===== config.mk =====
export PLATFORM = sky130hd
export DESIGN_NAME = sbl_loader
export DESIGN_NICKNAME = d
export VERILOG_FILES = /design/src/common/sbl_pkg.sv /design/src/verilog/sbl_loader.sv
export SDC_FILE = /design/constraint.sdc
export NUM_CORES = 1
export LEC_CHECK = 0
export BUFFER_PORTS_ARGS = -buffer_cell sky130_fd_sc_hd__buf_4
export CAP_MARGIN = 10
export CORE_MARGIN = 2
export CORE_UTILIZATION = 52
export CTS_BUF_LIST = sky130_fd_sc_hd__clkbuf_8
export CTS_CLUSTER_DIAMETER = 60
export DETAILED_ROUTE_END_ITERATION = 8
export MAX_ROUTING_LAYER = met4
export PLACE_DENSITY = 0.72
export RECOVER_POWER = 50
export SETUP_SLACK_MARGIN = 0.5
export SYNTH_ARGS = -nofsm -noshare
export SYNTH_HDL_FRONTEND = slang
export SYNTH_SLANG_ARGS = --single-unit

===== constraint.sdc =====
create_clock -name i_clock -period 2.35 [get_ports i_clock]
set_input_delay 0.235 -clock i_clock [delete_from_list [all_inputs] [get_ports i_clock]]
set_output_delay 0.235 -clock i_clock [all_outputs]
set_load 0.03 [all_outputs]

===== src/common/sbl_pkg.sv =====
// constants, register map and state encoding of the serial boot loader
package sbl_pkg;
  localparam int unsigned CLOCK_HZ = 200_000_000;
  localparam int unsigned READY_STATES = 100;
  localparam int unsigned READY_CYC = READY_STATES;
  localparam int unsigned LOW_BITS = 9;
  localparam int unsigned BPS_FAST = 9600;
  localparam int unsigned BPS_MID = 4800;
  localparam int unsigned BPS_SLOW = 2400;
  localparam int unsigned CPB_FAST = CLOCK_HZ / BPS_FAST;
  localparam int unsigned CPB_MID = CLOCK_HZ / BPS_MID;
  localparam int unsigned CPB_SLOW = CLOCK_HZ / BPS_SLOW;
  localparam int unsigned CPB_TOL_SHIFT = 5;
  localparam logic [7:0] ALIGN_DONE_BYTE = 8'h00;
  localparam logic [7:0] HOST_ACK_BYTE = 8'h55;
  localparam logic [15:0] USER_RAM_FIRST = 16'hfbe0;
  localparam logic [15:0] USER_RAM_LAST = 16'hff6d;
  localparam logic [15:0] USER_RAM_BYTES = 16'h038e;
  localparam logic [15:0] LDR_RAM_A_FIRST = 16'hfb80;
  localparam logic [15:0] LDR_RAM_A_LAST = 16'hfbdf;
  localparam logic [15:0] LDR_RAM_B_FIRST = 16'hff6e;
  localparam logic [15:0] LDR_RAM_B_LAST = 16'hff7f;
  localparam logic [15:0] JUMP_ADDR = USER_RAM_FIRST;
  localparam logic [1:0] REG_STATUS = 2'h0;
  localparam logic [1:0] REG_BAUD = 2'h1;
  localparam logic [1:0] REG_CTRL = 2'h2;
  localparam int unsigned CTRL_RX_POS = 0;
  localparam int unsigned CTRL_TX_POS = 1;
  localparam int unsigned ST_BOOT_POS = 0;
  localparam int unsigned ST_MODE3_POS = 1;
  localparam int unsigned ST_UPM_POS = 2;
  localparam int unsigned ST_JUMP_POS = 3;
  localparam int unsigned ST_FAIL_POS = 4;
  localparam int unsigned ST_ALIGN_POS = 5;
  localparam int unsigned PIN_COUNT = 7;
  typedef enum logic [3:0] {
    S_HOLD = 4'h0, S_READY = 4'h1, S_WAIT_HIGH = 4'h2, S_WAIT_LOW = 4'h3,
    S_MEASURE = 4'h4, S_DIVIDE = 4'h5, S_CHECK = 4'h6, S_SEND = 4'h7,
    S_WAIT_ACK = 4'h8, S_ERASE = 4'h9, S_LEN_HI = 4'ha, S_LEN_LO = 4'hb,
    S_LOAD = 4'hc, S_HANDOFF = 4'hd, S_RUN = 4'he, S_FAIL = 4'hf
  } sbl_state_t;
endpackage


===== src/verilog/sbl_loader.sv =====
// serial boot loader: mode latch, rate alignment, download, hand-off
//
// Strobed register access and the address map are this design's own decisions.
`timescale 1ns/1ps
module sbl_loader #(
  parameter int CNT_W = 21,
  parameter int DIV_W = 17,
  parameter int unsigned CLK_HZ = sbl_pkg::CLOCK_HZ
) (
  input wire logic i_clock,
  input wire logic i_srst,
  input wire logic i_hard_init_pin_n,
  input wire logic i_mode_strap_high_hv,
  input wire logic i_mode_strap_high,
  input wire logic i_mode_strap_low,
  input wire logic i_flash_hv_pin,
  input wire logic i_boot_rx_pin,
  input wire logic i_standby_req,
  input wire logic i_wdt_reset,
  input wire logic i_flash_blank,
  input wire logic i_erase_done,
  input wire logic i_flash_busy,
  input wire logic i_flash_access,
  input wire logic [1:0] i_reg_addr,
  input wire logic [31:0] i_reg_wdata,
  input wire logic i_reg_we,
  input wire logic i_reg_re,
  output logic [31:0] o_reg_rdata,
  output logic o_boot_tx_pin,
  output logic o_tx_pin_dir_bit,
  output logic o_tx_pin_out_bit,
  output logic o_rx_on_bit,
  output logic o_tx_on_bit,
  output logic [DIV_W-1:0] o_baud_divisor,
  output logic o_ram_we,
  output logic [15:0] o_ram_addr,
  output logic [7:0] o_ram_wdata,
  output logic o_jump,
  output logic [15:0] o_jump_addr,
  output logic o_erase_all,
  output logic o_irq_block,
  output logic o_flash_read_block,
  output logic o_reserved_lock,
  output logic o_boot_mode,
  output logic o_mode3,
  output logic o_user_prog_mode,
  output logic o_standby_grant
);
  import sbl_pkg::*;

  // clocks per bit follow the clock actually fitted
  localparam int unsigned CPB_F = CLK_HZ / BPS_FAST;
  localparam int unsigned CPB_M = CLK_HZ / BPS_MID;
  localparam int unsigned CPB_S = CLK_HZ / BPS_SLOW;

  if (DIV_W > CNT_W || (64'd1 << DIV_W) <= 64'(CPB_S) || (64'd1 << CNT_W) <= 64'(CPB_S * LOW_BITS) ||
      (CPB_F >> CPB_TOL_SHIFT) == 0)
  begin : g_check
    $error("sbl_loader: counter widths cannot hold the slowest rate");
  end

  localparam logic [CNT_W-1:0] NINE = CNT_W'(LOW_BITS);
  localparam logic [9:0] READY_LAST = 10'(READY_CYC - 1);

  // every pin input passes two flops; index order below
  logic [PIN_COUNT-1:0] pin_raw, pin_m, pin_s;
  assign pin_raw = {i_standby_req, i_boot_rx_pin, i_flash_hv_pin, i_mode_strap_low,
                    i_mode_strap_high, i_mode_strap_high_hv, i_hard_init_pin_n};
  for (genvar g = 0; g < PIN_COUNT; g++)
  begin : g_sync
    always_ff @(posedge i_clock)
    begin
      pin_m[g] <= i_srst ? 1'b1 : pin_raw[g];
      pin_s[g] <= i_srst ? 1'b1 : pin_m[g];
    end
  end
  logic hard_s, md1_hv_s, md1_s, md0_s, flash_hv_pin_s, rx_s, stby_s;
  assign {stby_s, rx_s, flash_hv_pin_s, md0_s, md1_s, md1_hv_s, hard_s} = pin_s;

  logic hard_p, rx_p;
  always_ff @(posedge i_clock)
  begin
    hard_p <= i_srst ? 1'b1 : hard_s;
    rx_p <= i_srst ? 1'b1 : rx_s;
  end
  wire hard_rise = hard_s & ~hard_p;

  // boot latch: only the external init pin or i_srst clears it, not the watchdog
  logic boot_q, mode3_q, rom_q;
  always_ff @(posedge i_clock)
  begin
    if (i_srst)
    begin
      boot_q <= 1'b0;
      mode3_q <= 1'b0;
      rom_q <= 1'b0;
    end
    else if (hard_rise) // latch moves only on a pin release
    begin
      boot_q <= md1_hv_s & flash_hv_pin_s;
      mode3_q <= md0_s;
      rom_q <= md1_s | md1_hv_s;
    end
  end

  sbl_state_t st_q;
  logic [9:0] rdy_q;
  logic [CNT_W-1:0] cnt_q, quot_q;
  logic [DIV_W-1:0] div_q;
  logic rx_on_q, tx_on_q, tx_go_q, jumped_q, fail_q, align_q;
  logic [7:0] tx_byte_q;
  logic [15:0] len_q, addr_q;
  logic rx_done_q, tx_busy_q, tx_done;
  logic [7:0] rx_byte_q;

  function automatic logic in_band(input logic [CNT_W-1:0] q, input int unsigned c);
    int unsigned v;
    v = int'(q);
    return (v >= c - (c >> CPB_TOL_SHIFT)) && (v <= c + (c >> CPB_TOL_SHIFT));
  endfunction
  // outside the three bands the rate cannot be served; no answer is sent
  wire rate_ok = in_band(quot_q, CPB_F) | in_band(quot_q, CPB_M) | in_band(quot_q, CPB_S);
  wire [15:0] len_clamp = (len_q > USER_RAM_BYTES) ? USER_RAM_BYTES : len_q;

  // loader sequence
  always_ff @(posedge i_clock)
  begin
    if (i_srst)
    begin
      st_q <= S_HOLD;
      rdy_q <= 10'h000;
      cnt_q <= '0;
      quot_q <= '0;
      tx_go_q <= 1'b0;
      tx_byte_q <= 8'h00;
      len_q <= 16'h0000;
      addr_q <= USER_RAM_FIRST;
      jumped_q <= 1'b0;
      fail_q <= 1'b0;
      align_q <= 1'b0;
    end
    else if (!hard_s || (i_wdt_reset && boot_q))
    begin
      st_q <= S_HOLD;
      rdy_q <= 10'h000;
      tx_go_q <= 1'b0;
      jumped_q <= 1'b0;
      fail_q <= 1'b0;
      align_q <= 1'b0;
    end
    else
    begin
      tx_go_q <= 1'b0;
      case (st_q)
        S_HOLD:
          if (!hard_rise)
          begin
            st_q <= boot_q ? S_READY : S_RUN;
          end
        S_READY:
          if (rdy_q == READY_LAST)
          begin
            st_q <= S_WAIT_HIGH;
          end
          else
          begin
            rdy_q <= rdy_q + 10'h001;
          end
        S_WAIT_HIGH:
          if (rx_s)
          begin
            st_q <= S_WAIT_LOW;
          end
        S_WAIT_LOW:
          if (!rx_s)
          begin
            cnt_q <= {{(CNT_W-1){1'b0}}, 1'b1};
            st_q <= S_MEASURE;
          end
        S_MEASURE:
          if (rx_s) // start bit plus eight zero data bits end here
          begin
            quot_q <= '0;
            st_q <= S_DIVIDE;
          end
          else if (&cnt_q)
          begin
            st_q <= S_FAIL;
          end
          else
          begin
            cnt_q <= cnt_q + 1'b1;
          end
        S_DIVIDE:
          if (cnt_q >= NINE) // repeated subtraction, cheap and not time critical
          begin
            cnt_q <= cnt_q - NINE;
            quot_q <= quot_q + 1'b1;
          end
          else
          begin
            st_q <= S_CHECK;
          end
        S_CHECK:
          if (rate_ok)
          begin
            align_q <= 1'b1;
            tx_byte_q <= ALIGN_DONE_BYTE;
            tx_go_q <= 1'b1;
            st_q <= S_SEND;
          end
          else
          begin
            st_q <= S_FAIL;
          end
        S_SEND:
          if (tx_done)
          begin
            st_q <= S_WAIT_ACK;
          end
        S_WAIT_ACK:
          if (rx_done_q && rx_byte_q == HOST_ACK_BYTE)
          begin
            st_q <= S_ERASE;
          end
        S_ERASE:
          if (i_flash_blank || i_erase_done)
          begin
            st_q <= S_LEN_HI;
          end
        S_LEN_HI:
          if (rx_done_q)
          begin
            len_q[15:8] <= rx_byte_q;
            st_q <= S_LEN_LO;
          end
        S_LEN_LO:
          if (rx_done_q)
          begin
            len_q[7:0] <= rx_byte_q;
            addr_q <= USER_RAM_FIRST;
            st_q <= S_LOAD;
          end
        S_LOAD:
          if (len_clamp == 16'h0000)
          begin
            st_q <= S_HANDOFF;
          end
          else if (rx_done_q)
          begin
            addr_q <= addr_q + 16'h0001;
            len_q <= len_clamp - 16'h0001;
          end
        S_HANDOFF:
          begin
            jumped_q <= 1'b1;
            st_q <= S_RUN;
          end
        S_RUN:
          st_q <= S_RUN;
        S_FAIL:
          fail_q <= 1'b1;
        default:
          st_q <= S_HOLD;
      endcase
    end
  end

  // serial enables and divisor; loader writes win over software
  wire sw_ctrl = i_reg_we && i_reg_addr == REG_CTRL;
  always_ff @(posedge i_clock)
  begin
    if (i_srst)
    begin
      rx_on_q <= 1'b0;
      tx_on_q <= 1'b0;
      div_q <= '0;
      o_tx_pin_dir_bit <= 1'b0;
      o_tx_pin_out_bit <= 1'b0;
    end
    else if (st_q == S_HOLD)
    begin
      rx_on_q <= 1'b0;
      tx_on_q <= 1'b0;
    end
    else if (st_q == S_CHECK && rate_ok)
    begin
      div_q <= DIV_W'(quot_q - 1'b1); // clocks per bit minus one
      rx_on_q <= 1'b1;
      tx_on_q <= 1'b1;
    end
    else if (st_q == S_HANDOFF)
    begin
      rx_on_q <= 1'b0; // divisor deliberately left as aligned
      tx_on_q <= 1'b0;
      o_tx_pin_dir_bit <= 1'b1;
      o_tx_pin_out_bit <= 1'b1;
    end
    else if (i_reg_we && i_reg_addr == REG_BAUD)
    begin
      div_q <= i_reg_wdata[DIV_W-1:0];
    end
    else if (sw_ctrl)
    begin
      rx_on_q <= i_reg_wdata[CTRL_RX_POS];
      tx_on_q <= i_reg_wdata[CTRL_TX_POS];
    end
  end

  // receiver, 8N1, sampled mid-bit
  logic rx_busy_q;
  logic [DIV_W-1:0] rx_tmr_q;
  logic [3:0] rx_n_q;
  always_ff @(posedge i_clock)
  begin
    if (i_srst || !rx_on_q)
    begin
      rx_busy_q <= 1'b0;
      rx_tmr_q <= '0;
      rx_n_q <= 4'h0;
      rx_done_q <= 1'b0;
      rx_byte_q <= 8'h00;
    end
    else
    begin
      rx_done_q <= 1'b0;
      if (!rx_busy_q)
      begin
        if (rx_p && !rx_s)
        begin
          rx_busy_q <= 1'b1;
          rx_tmr_q <= div_q >> 1;
          rx_n_q <= 4'h0;
        end
      end
      else if (rx_tmr_q != '0)
      begin
        rx_tmr_q <= rx_tmr_q - 1'b1;
      end
      else if (rx_n_q == 4'h0 && rx_s)
      begin
        rx_busy_q <= 1'b0; // glitch, not a start bit
      end
      else if (rx_n_q == 4'h9)
      begin
        rx_busy_q <= 1'b0;
        rx_done_q <= rx_s; // framing error drops the byte
      end
      else
      begin
        if (rx_n_q != 4'h0)
        begin
          rx_byte_q <= {rx_s, rx_byte_q[7:1]};
        end
        rx_n_q <= rx_n_q + 4'h1;
        rx_tmr_q <= div_q;
      end
    end
  end

  // transmitter, 8N1, line idles high
  logic [DIV_W-1:0] tx_tmr_q;
  logic [3:0] tx_n_q;
  logic [8:0] tx_sh_q;
  assign tx_done = tx_busy_q && tx_tmr_q == '0 && tx_n_q == 4'h9;
  always_ff @(posedge i_clock)
  begin
    if (i_srst || !tx_on_q)
    begin
      tx_busy_q <= 1'b0;
      tx_tmr_q <= '0;
      tx_n_q <= 4'h0;
      tx_sh_q <= 9'h1ff;
      o_boot_tx_pin <= 1'b1;
    end
    else if (tx_go_q && !tx_busy_q)
    begin
      tx_busy_q <= 1'b1;
      tx_sh_q <= {1'b1, tx_byte_q};
      o_boot_tx_pin <= 1'b0;
      tx_tmr_q <= div_q;
      tx_n_q <= 4'h0;
    end
    else if (tx_busy_q)
    begin
      if (tx_tmr_q != '0)
      begin
        tx_tmr_q <= tx_tmr_q - 1'b1;
      end
      else if (tx_n_q == 4'h9)
      begin
        tx_busy_q <= 1'b0;
      end
      else
      begin
        o_boot_tx_pin <= tx_sh_q[0];
        tx_sh_q <= {1'b1, tx_sh_q[8:1]};
        tx_n_q <= tx_n_q + 4'h1;
        tx_tmr_q <= div_q;
      end
    end
  end

  // flash, RAM and mode side effects
  logic upm_q;
  wire erasing = st_q == S_ERASE && !i_flash_blank;
  always_ff @(posedge i_clock)
  begin
    if (i_srst)
    begin
      o_ram_we <= 1'b0;
      o_ram_addr <= USER_RAM_FIRST;
      o_ram_wdata <= 8'h00;
      o_jump <= 1'b0;
      o_jump_addr <= 16'h0000;
      o_erase_all <= 1'b0;
      o_irq_block <= 1'b0;
      o_flash_read_block <= 1'b0;
      o_reserved_lock <= 1'b0;
      o_standby_grant <= 1'b0;
      upm_q <= 1'b0;
    end
    else
    begin
      o_ram_we <= st_q == S_LOAD && rx_done_q && len_clamp != 16'h0000 && addr_q <= USER_RAM_LAST;
      o_ram_addr <= addr_q;
      o_ram_wdata <= rx_byte_q;
      o_jump <= st_q == S_HANDOFF && hard_s;
      o_jump_addr <= (st_q == S_HANDOFF) ? JUMP_ADDR : o_jump_addr;
      o_erase_all <= erasing && hard_s;
      o_irq_block <= (erasing && hard_s) || i_flash_busy;
      o_flash_read_block <= (erasing && hard_s) || i_flash_busy;
      o_reserved_lock <= boot_q && !jumped_q && st_q != S_HANDOFF;
      o_standby_grant <= stby_s && !flash_hv_pin_s;
      // user mode may start during reset or when flash is idle
      if (!flash_hv_pin_s || boot_q)
      begin
        upm_q <= 1'b0;
      end
      // high strap at 12 V asks for boot, not user mode
      else if ((!hard_s && md1_s && !md1_hv_s) || (hard_s && rom_q && !i_flash_access))
      begin
        upm_q <= 1'b1;
      end
    end
  end

  // status and control words built bit by bit, no shifts of single bits
  logic [31:0] status_w, ctrl_w;
  always_comb
  begin
    status_w = 32'h0000_0000;
    status_w[ST_BOOT_POS] = boot_q;
    status_w[ST_MODE3_POS] = mode3_q;
    status_w[ST_UPM_POS] = upm_q;
    status_w[ST_JUMP_POS] = jumped_q;
    status_w[ST_FAIL_POS] = fail_q;
    status_w[ST_ALIGN_POS] = align_q;
    ctrl_w = 32'h0000_0000;
    ctrl_w[CTRL_RX_POS] = rx_on_q;
    ctrl_w[CTRL_TX_POS] = tx_on_q;
  end

  // register read port, data one cycle after the strobe
  always_ff @(posedge i_clock)
  begin
    if (i_srst || !i_reg_re)
    begin
      o_reg_rdata <= 32'h0000_0000;
    end
    else
    begin
      case (i_reg_addr)
        REG_STATUS:
          o_reg_rdata <= status_w;
        REG_BAUD:
          o_reg_rdata <= 32'(div_q);
        REG_CTRL:
          o_reg_rdata <= ctrl_w;
        default:
          o_reg_rdata <= 32'h0000_0000;
      endcase
    end
  end

  assign o_rx_on_bit = rx_on_q;
  assign o_tx_on_bit = tx_on_q;
  assign o_baud_divisor = div_q;
  assign o_boot_mode = boot_q;
  assign o_mode3 = mode3_q;
  assign o_user_prog_mode = upm_q;
endmodule


==> results of run 1 <==
kinds of logic after synthesis:
| logic type | Yosys count |
|---|---|
| AND/OR/NAND/NOR | 676 |
| AO/OA/AOI/OAI | 369 |
| flip-flops | 242 |
| buffers and inverters | 168 |
| XOR/XNOR | 55 |
| multiplexers | 48 |
| adder cells (fa/ha/maj) | 20 |
| other | 1 |
metrics by stage:
stage               utilization (%)  worst slack (ns)
detailed placement            65.11           -0.1970
finish                        81.13           -0.2423
global route                  81.13           -0.3307
floorplan                         -           0.03654
CTS                           77.37           -0.1001
global placement              65.11           -0.1267
how the worst max path moves through the flow:
stage,startpoint,endpoint,slack [ns],cells past startpoint
floorplan,tx_tmr_q[1]$_SDFFE_PP0P_,tx_tmr_q[15]$_SDFFE_PP0P_,0.04,10
global placement,len_q[14]$_SDFFE_PP0P_,st_q[0]$_SDFFE_PP0P_,-0.13,10
detailed placement,len_q[14]$_SDFFE_PP0P_,st_q[0]$_SDFFE_PP0P_,-0.20,10
CTS,tx_tmr_q[1]$_SDFFE_PP0P_,tx_sh_q[0]$_SDFFE_PP1P_,-0.10,11
global route,rdy_q[1]$_SDFFE_PP0P_,st_q[2]$_SDFFE_PP0P_,-0.33,8
finish,len_q[11]$_SDFFE_PP0P_,len_q[13]$_SDFFE_PP0P_,-0.24,16
metal layers:
layer | share of wire (%) | wire length, um | GRT usage (%)
met1 | 39 | 18030 | 39.85
met2 | 49 | 22830 | 55.70
met3 | 7.4 | 3459 | 5.785
met4 | 5.3 | 2480 | 16.48
met5 | 0 | 0 | -
registers in the layout (all words and copies together), names as in the netlist, 16 cells and up:
signal / cells
cnt_q: 21
quot_q: 21
o_baud_divisor: 17
o_reg_rdata: 17
rx_tmr_q: 17
tx_tmr_q: 17
addr_q: 16
len_q: 16
o_ram_addr: 16
what timing repair did:
item,4_1_cts,5_1_grt
hold buffers,11,0
cloned,19,2
pin swaps,114,111
endpoints found under the hold margin,11,0
resized for setup,255,163
buffers inserted,74,36
endpoints found under the setup margin,164,167
power by group:
part	switching [uW]	leakage (uW)	internal, uW
Clock	1790	0.000475	2100
Sequential	147	0.00198	4190
Combinational	1370	0.00506	1080
cell usage after synthesis, types with 8 or more instances:
library cell  count  area share (%)
a22oi_1          12            0.70
clkbuf_1         59             1.7
xnor2_1          22             1.5
nand4_1          36             1.8
nand3_1          48             1.9
a21o_1            8            0.47
a21oi_1         107             4.2
buf_4            37             2.2
or4_1            13            0.76
a311oi_1          9            0.62
or2_2            34             1.7
xor2_1           33             2.3
and3_1           19            0.93
ha_1             20             2.0
nor2b_1          22             1.1
nor3_1           66             2.6
o31ai_1          10            0.59
o211ai_1         15            0.88
o22ai_1          11            0.54
and2_1           20            0.98
or3_1            19            0.93
nand2b_1         18            0.88
nor4_1           19            0.93
nor2_1          181             5.3
mux2i_1          45             3.5
o21a_1            8            0.47
buf_2            22            0.86
inv_1            36             1.1
nand2_1         136             4.0
dfxtp_1         242              38
o21ai_0          78             3.1
nor3b_1           9            0.53
a211oi_1         36             2.1
a31oi_1           9            0.44
critical path, cell delays in order, from the launching register on:
cell and delay [ns]:
dfxtp_1 0.35, nor2_4 0.17, nand3_4 0.13, buf_12 0.15, nor2_4 0.08, nand2_2 0.08
ha_4 0.15, nand4_1 0.10, buf_4 0.14, buf_6 0.09, buf_6 0.08, o21ai_4 0.05
a211oi_2 0.23, buf_4 0.18, buf_12 0.12, o31a_1 0.24, a211oi_2 0.09
area by class of cell:
type / instances / area share, %
timing repair buffer: 458 / 20.87
inverter: 37 / 0.7187
tap: 324 / 2.061
sequential: 242 / 25.06
clock inverter: 22 / 0.6106
clock buffer: 52 / 3.638
multi-input combinational: 1199 / 47.05
==> impl_metrics.env, run 1 <==
export IMPL_r2r_end="len_q[13]$_SDFFE_PP0P_"
export IMPL_synthSimpleGateAreaFrac_pct=26.83
export IMPL_register_area_mm2=0.004930
export IMPL_die_h_um=160.8
export IMPL_critPathKind="reg -> reg"
export IMPL_violations="negative setup slack"
export IMPL_die_x_um=160.8
export IMPL_syn_cell_area_mm2=0.01279
export IMPL_first_iter_violations=1417
export IMPL_synth_top_family_by_area="simple AND/OR/NAND/NOR gates"
export IMPL_ir_drop_mv=0.5084
export IMPL_syn_inst=1579
export IMPL_wl_per_cell_um=20.05
export IMPL_synth_distinct_cells=94
export IMPL_required_ns=2.75
export IMPL_hold_end="o_reg_rdata[1]$_SDFF_PP0_"
export IMPL_dp_cells=2118
export IMPL_synth_flop_cell="dfxtp_1"
export IMPL_hold_path_class="in -> reg"
export IMPL_finalNonFillerCells=2334
export IMPL_synth_fa_ha_area_share_pct=1.957
export IMPL_synthArstFlopShare_pct=0
export IMPL_fin_ws_ns=-0.2423
export IMPL_cp_data_arrival_time_ns=3.00
export IMPL_antenna_found_initial=0
export IMPL_hold_viol_final=0
export IMPL_ctsHtreeMaxLevel=2
export IMPL_fin_setup_tns_ns=-12.00
export IMPL_min_from="i_reg_re"
export IMPL_synth_compound_area_share_pct=19.00
export IMPL_nets=2050
export IMPL_rows=57
export IMPL_ios=154
export IMPL_core_area_mm2=0.02425
export IMPL_grt_pass1_wl_mm=69.50
export IMPL_num_antenna_cells=0
export IMPL_worstRegToRegCells=16
export IMPL_setup_viol=99
export IMPL_path_max_fanout=6
export IMPL_p_per_area_mw_per_mm2=542.2
export IMPL_cts_buffers=42
export IMPL_syn_avg_cell_area_um2=8.100
export IMPL_vias_per_cell=6.075
export IMPL_multi_input_area_mm2=0.009255
export IMPL_hpwl_mm=26.10
export IMPL_maxCapViolations=0
export IMPL_root_buffer="clkbuf_8"
export IMPL_final_area_mm2=0.01967
export IMPL_r2r_slack_ns=-0.24
export IMPL_slew_viol_final=0
export IMPL_cts_sinks=242
export IMPL_synth_seq_cells=242
export IMPL_drive_gt1_share_pct=42.59
export IMPL_status="finished with violations"
export IMPL_area_growth_pct=53.82
export IMPL_postRouteAntennaNets=0
export IMPL_synth_edf_count=0
export IMPL_period_needed_ns=2.592
export IMPL_drc_errors=0
export IMPL_final_common_cell="buf_4"
export IMPL_ys_seq_area_share_pct=37.88
export IMPL_p_leak_uw=0.007514
export IMPL_skew_ns=0.02657
export IMPL_grt_max_degree=100
export IMPL_start_util_pct=52.75
export IMPL_tritoncts="yes"
export IMPL_hold_slack_ns=0.03221
export IMPL_grt_usage_pct=33.69
export IMPL_clkTransAtPathRegs_ns=0.06
export IMPL_worst_slew_pin_slew_ns=0.8708
export IMPL_synthXorXnorAreaFrac_pct=3.766
export IMPL_wirelength_mm=46.80
export IMPL_portBuffers=117
export IMPL_max_freq_mhz=385.8
export IMPL_clockBufferDepth=3
export IMPL_place_gp_congestion=0.9640
export IMPL_first_pass_iters=6
export IMPL_critPathLaunchType="flop"
export IMPL_clk_latency_ns=0.56
export IMPL_grt_pass1_vias=13390
export IMPL_relSlewSlack_pct=41.83
export IMPL_fin_crit_sh_pct=110.3
export IMPL_synth_mux_area_share_pct=3.786
export IMPL_rsz0062_at_grt="yes"
export IMPL_fill_cells=1420
export IMPL_place_area_mm2=0.01579
export IMPL_gr_total_overflow=0
export IMPL_synth_warnings=0
export IMPL_end_kind="flop"
export IMPL_final_cell_mix="buf_4 (289), dfxtp_1 (202), nor2_1 (151), nand2_1 (113), buf_6 (62)"
export IMPL_reg2reg_from="len_q[11]$_SDFFE_PP0P_"
export IMPL_vias=14180
export IMPL_p_total_uw=10670
export IMPL_whs_path_depth=3
export IMPL_die_area_mm2=0.02587
Note: power is estimated with default switching activity, not from simulation.
==> run 2: changes to the inputs <==
- CELL_PAD_IN_SITES_DETAIL_PLACEMENT: default -> 1
- CELL_PAD_IN_SITES_GLOBAL_PLACEMENT: default -> 2
- CORE_UTILIZATION: 52 -> 32
- PLACE_DENSITY: 0.72 -> 0.74
- REMOVE_ABC_BUFFERS: default -> 1
==> run 2 against run 1 <==
Against the previous run: critical endpoint is now st_q[0]$_SDFFE_PP0P_; non-clock buffer count rose by 55; the flow still finishes with violations (negative setup slack); sequential share of layout area fell by 0.98 points; critical path depth fell by 3; total power rose by 4.5%.
==> impl_metrics.env, run 2 (same netlist as run 1, synthesis figures left out) <==
export IMPL_end_kind="flop"
export IMPL_core_area_mm2=0.03955
export IMPL_vias=13820
export IMPL_slowest_stage="a2111oi_2"
export IMPL_final_common_cell="buf_4"
export IMPL_wirelength_mm=52.38
export IMPL_hpwl_mm=32.60
export IMPL_place_gp_congestion=0.8728
export IMPL_ir_drop_mv=0.3875
export IMPL_cts_sinks=242
export IMPL_violations="negative setup slack"
export IMPL_critPathLaunchType="flop"
export IMPL_ctsHtreeMaxLevel=2
export IMPL_max_freq_mhz=389.5
export IMPL_reg_top3="cnt_q: 21 flops, quot_q: 21 flops"
export IMPL_die_x_um=203.9
export IMPL_vias_per_cell=5.324
export IMPL_portBuffers=117
export IMPL_clockBufferDepth=3
export IMPL_final_util_pct=51.41
export IMPL_grt_pass1_vias=14450
export IMPL_worst_slew_pin_slew_ns=0.7917
export IMPL_maxCapViolations=0
export IMPL_grt_max_degree=100
export IMPL_required_ns=2.86
export IMPL_place_area_mm2=0.01571
export IMPL_clk_latency_ns=0.63
export IMPL_hold_viol_final=0
export IMPL_start_util_pct=32.34
export IMPL_use_met3_pct=3.890
export IMPL_grt_usage_pct=24.65
export IMPL_dp_cells=2360
export IMPL_p_per_area_mw_per_mm2=548.2
export IMPL_finalNonFillerCells=2595
export IMPL_slew_viol_final=0
export IMPL_first_iter_violations=698
export IMPL_setup_viol=94
export IMPL_crit_chain="nand4_1 -> a21oi_4 -> nor2_4 -> nand2_2 -> ha_4 -> nand4_1 -> buf_4 -> o21ai_4 -> buf_6 -> o31ai_4 -> nor3_2 -> nand2_1 -> a2111oi_2"
export IMPL_relSlewSlack_pct=47.11
export IMPL_grt_pass1_wl_mm=79.47
export IMPL_path_max_fanout=3
export IMPL_grt_use_met1_pct=29.91
export IMPL_top_usage_layer="met2"
export IMPL_grtUsageMet2_pct=41.63
export IMPL_area_growth_pct=58.98
export IMPL_final_area_mm2=0.02033
export IMPL_fin_setup_tns_ns=-6.008
export IMPL_multi_input_area_mm2=0.009105
export IMPL_crit_family="compound AO/OA/AOI/OAI gates"
export IMPL_antenna_found_initial=0
export IMPL_period_needed_ns=2.568
export IMPL_rows=73
export IMPL_skew_ns=0.02584
export IMPL_tritoncts="yes"
export IMPL_cts_buffers=47
export IMPL_clkTransAtPathRegs_ns=0.06
export IMPL_die_area_mm2=0.04158
export IMPL_postRouteAntennaNets=0
export IMPL_die_h_um=203.9
export IMPL_hold_path_class="in -> reg"
export IMPL_fill_cells=4513
export IMPL_num_antenna_cells=0
export IMPL_nets=2103
export IMPL_gr_total_overflow=0
export IMPL_cpPeakStageDelay_ns=0.35
export IMPL_drive_gt1_share_pct=43.24
export IMPL_cp_num_buf_inv=2
export IMPL_p_total_uw=11150
export IMPL_cp_data_arrival_time_ns=3.07
export IMPL_fin_ws_ns=-0.2175
export IMPL_register_area_mm2=0.004896
export IMPL_status="finished with violations"
export IMPL_first_pass_iters=5
export IMPL_critPathKind="reg -> reg"
export IMPL_fin_crit_sh_pct=109.3
export IMPL_cpMostUsedCell="nand4_1"
export IMPL_wl_per_cell_um=20.19
export IMPL_rsz0062_at_grt="yes"
export IMPL_root_buffer="clkbuf_8"
export IMPL_ios=154
export IMPL_drc_errors=0
export IMPL_p_leak_uw=0.007793
export IMPL_final_cell_mix="buf_4 (303), dfxtp_1 (211), nor2_1 (149), nand2_1 (115), buf_6 (89)"
run 2: through the flow:
| stage | worst slack (ns) | hold slack, ns |
|---|---|---|
| 2_1_floorplan | -1.443 | 0.3017 |
| 3_3_place_gp | -0.2393 | 0.3915 |
| 3_5_place_dp | -0.2971 | 0.3960 |
| 4_1_cts | -0.08392 | 0.005176 |
| 5_1_grt | -0.4196 | 0.02346 |
| 6_report | -0.2175 | 0.05034 |
run 2: routing by layer:
layer	vias up	routed length [um]	share of wire [%]
li1	6558	-	-
met1	6846	22470	43
met2	309	26160	50
met3	103	2212	4.2
met4	0	1534	2.9
met5	-	0	0
run 2: worst reg2reg max path: stages (launching register included):
cell and delay, ns:
dfxtp_2 0.33, nand4_1 0.16, a21oi_4 0.28, nor2_4 0.07, nand2_2 0.10, ha_4 0.13, nand4_1 0.19, buf_4 0.24
o21ai_4 0.13, buf_6 0.14, o31ai_4 0.07, nor3_2 0.19, nand2_1 0.11, a2111oi_2 0.35
run 2: area by class of cell:
class / count / share of cell area (%)
multi-input cells: 1192 / 44.78
flip-flops and latches: 242 / 24.08
repair buffers: 513 / 22.47
clock buffers: 59 / 3.994
well taps: 525 / 3.231
inverters: 37 / 0.7323
clock inverters: 27 / 0.7138
run 2: worst paths after layout:
check	end	slack, ns	cells past startpoint	startpoint
max	st_q[0]$_SDFFE_PP0P_	-0.22	13	len_q[3]$_SDFFE_PP0P_
min	o_baud_divisor[16]$_SDFFE_PP0P_	0.05	4	i_reg_wdata[16]
max reg2reg	st_q[0]$_SDFFE_PP0P_	-0.22	13	len_q[3]$_SDFFE_PP0P_
min reg2reg	rx_s$_SDFF_PP1_	0.40	1	pin_m[5]$_SDFF_PP1_
run 2: timing repair:
item,in CTS,in global routing
setup endpoints to repair,167,165
pin swaps,136,131
hold endpoints to repair,33,0
resized for setup,387,236
gates cloned,15,2
setup buffers,66,38
hold buffers,28,0
run 2: where the power goes:
part	internal (uW)	total [uW]	switching [uW]
Sequential	4190	4370	179
Clock	2360	4320	1960
Combinational	1110	2460	1350
Total	7660	11100	3490
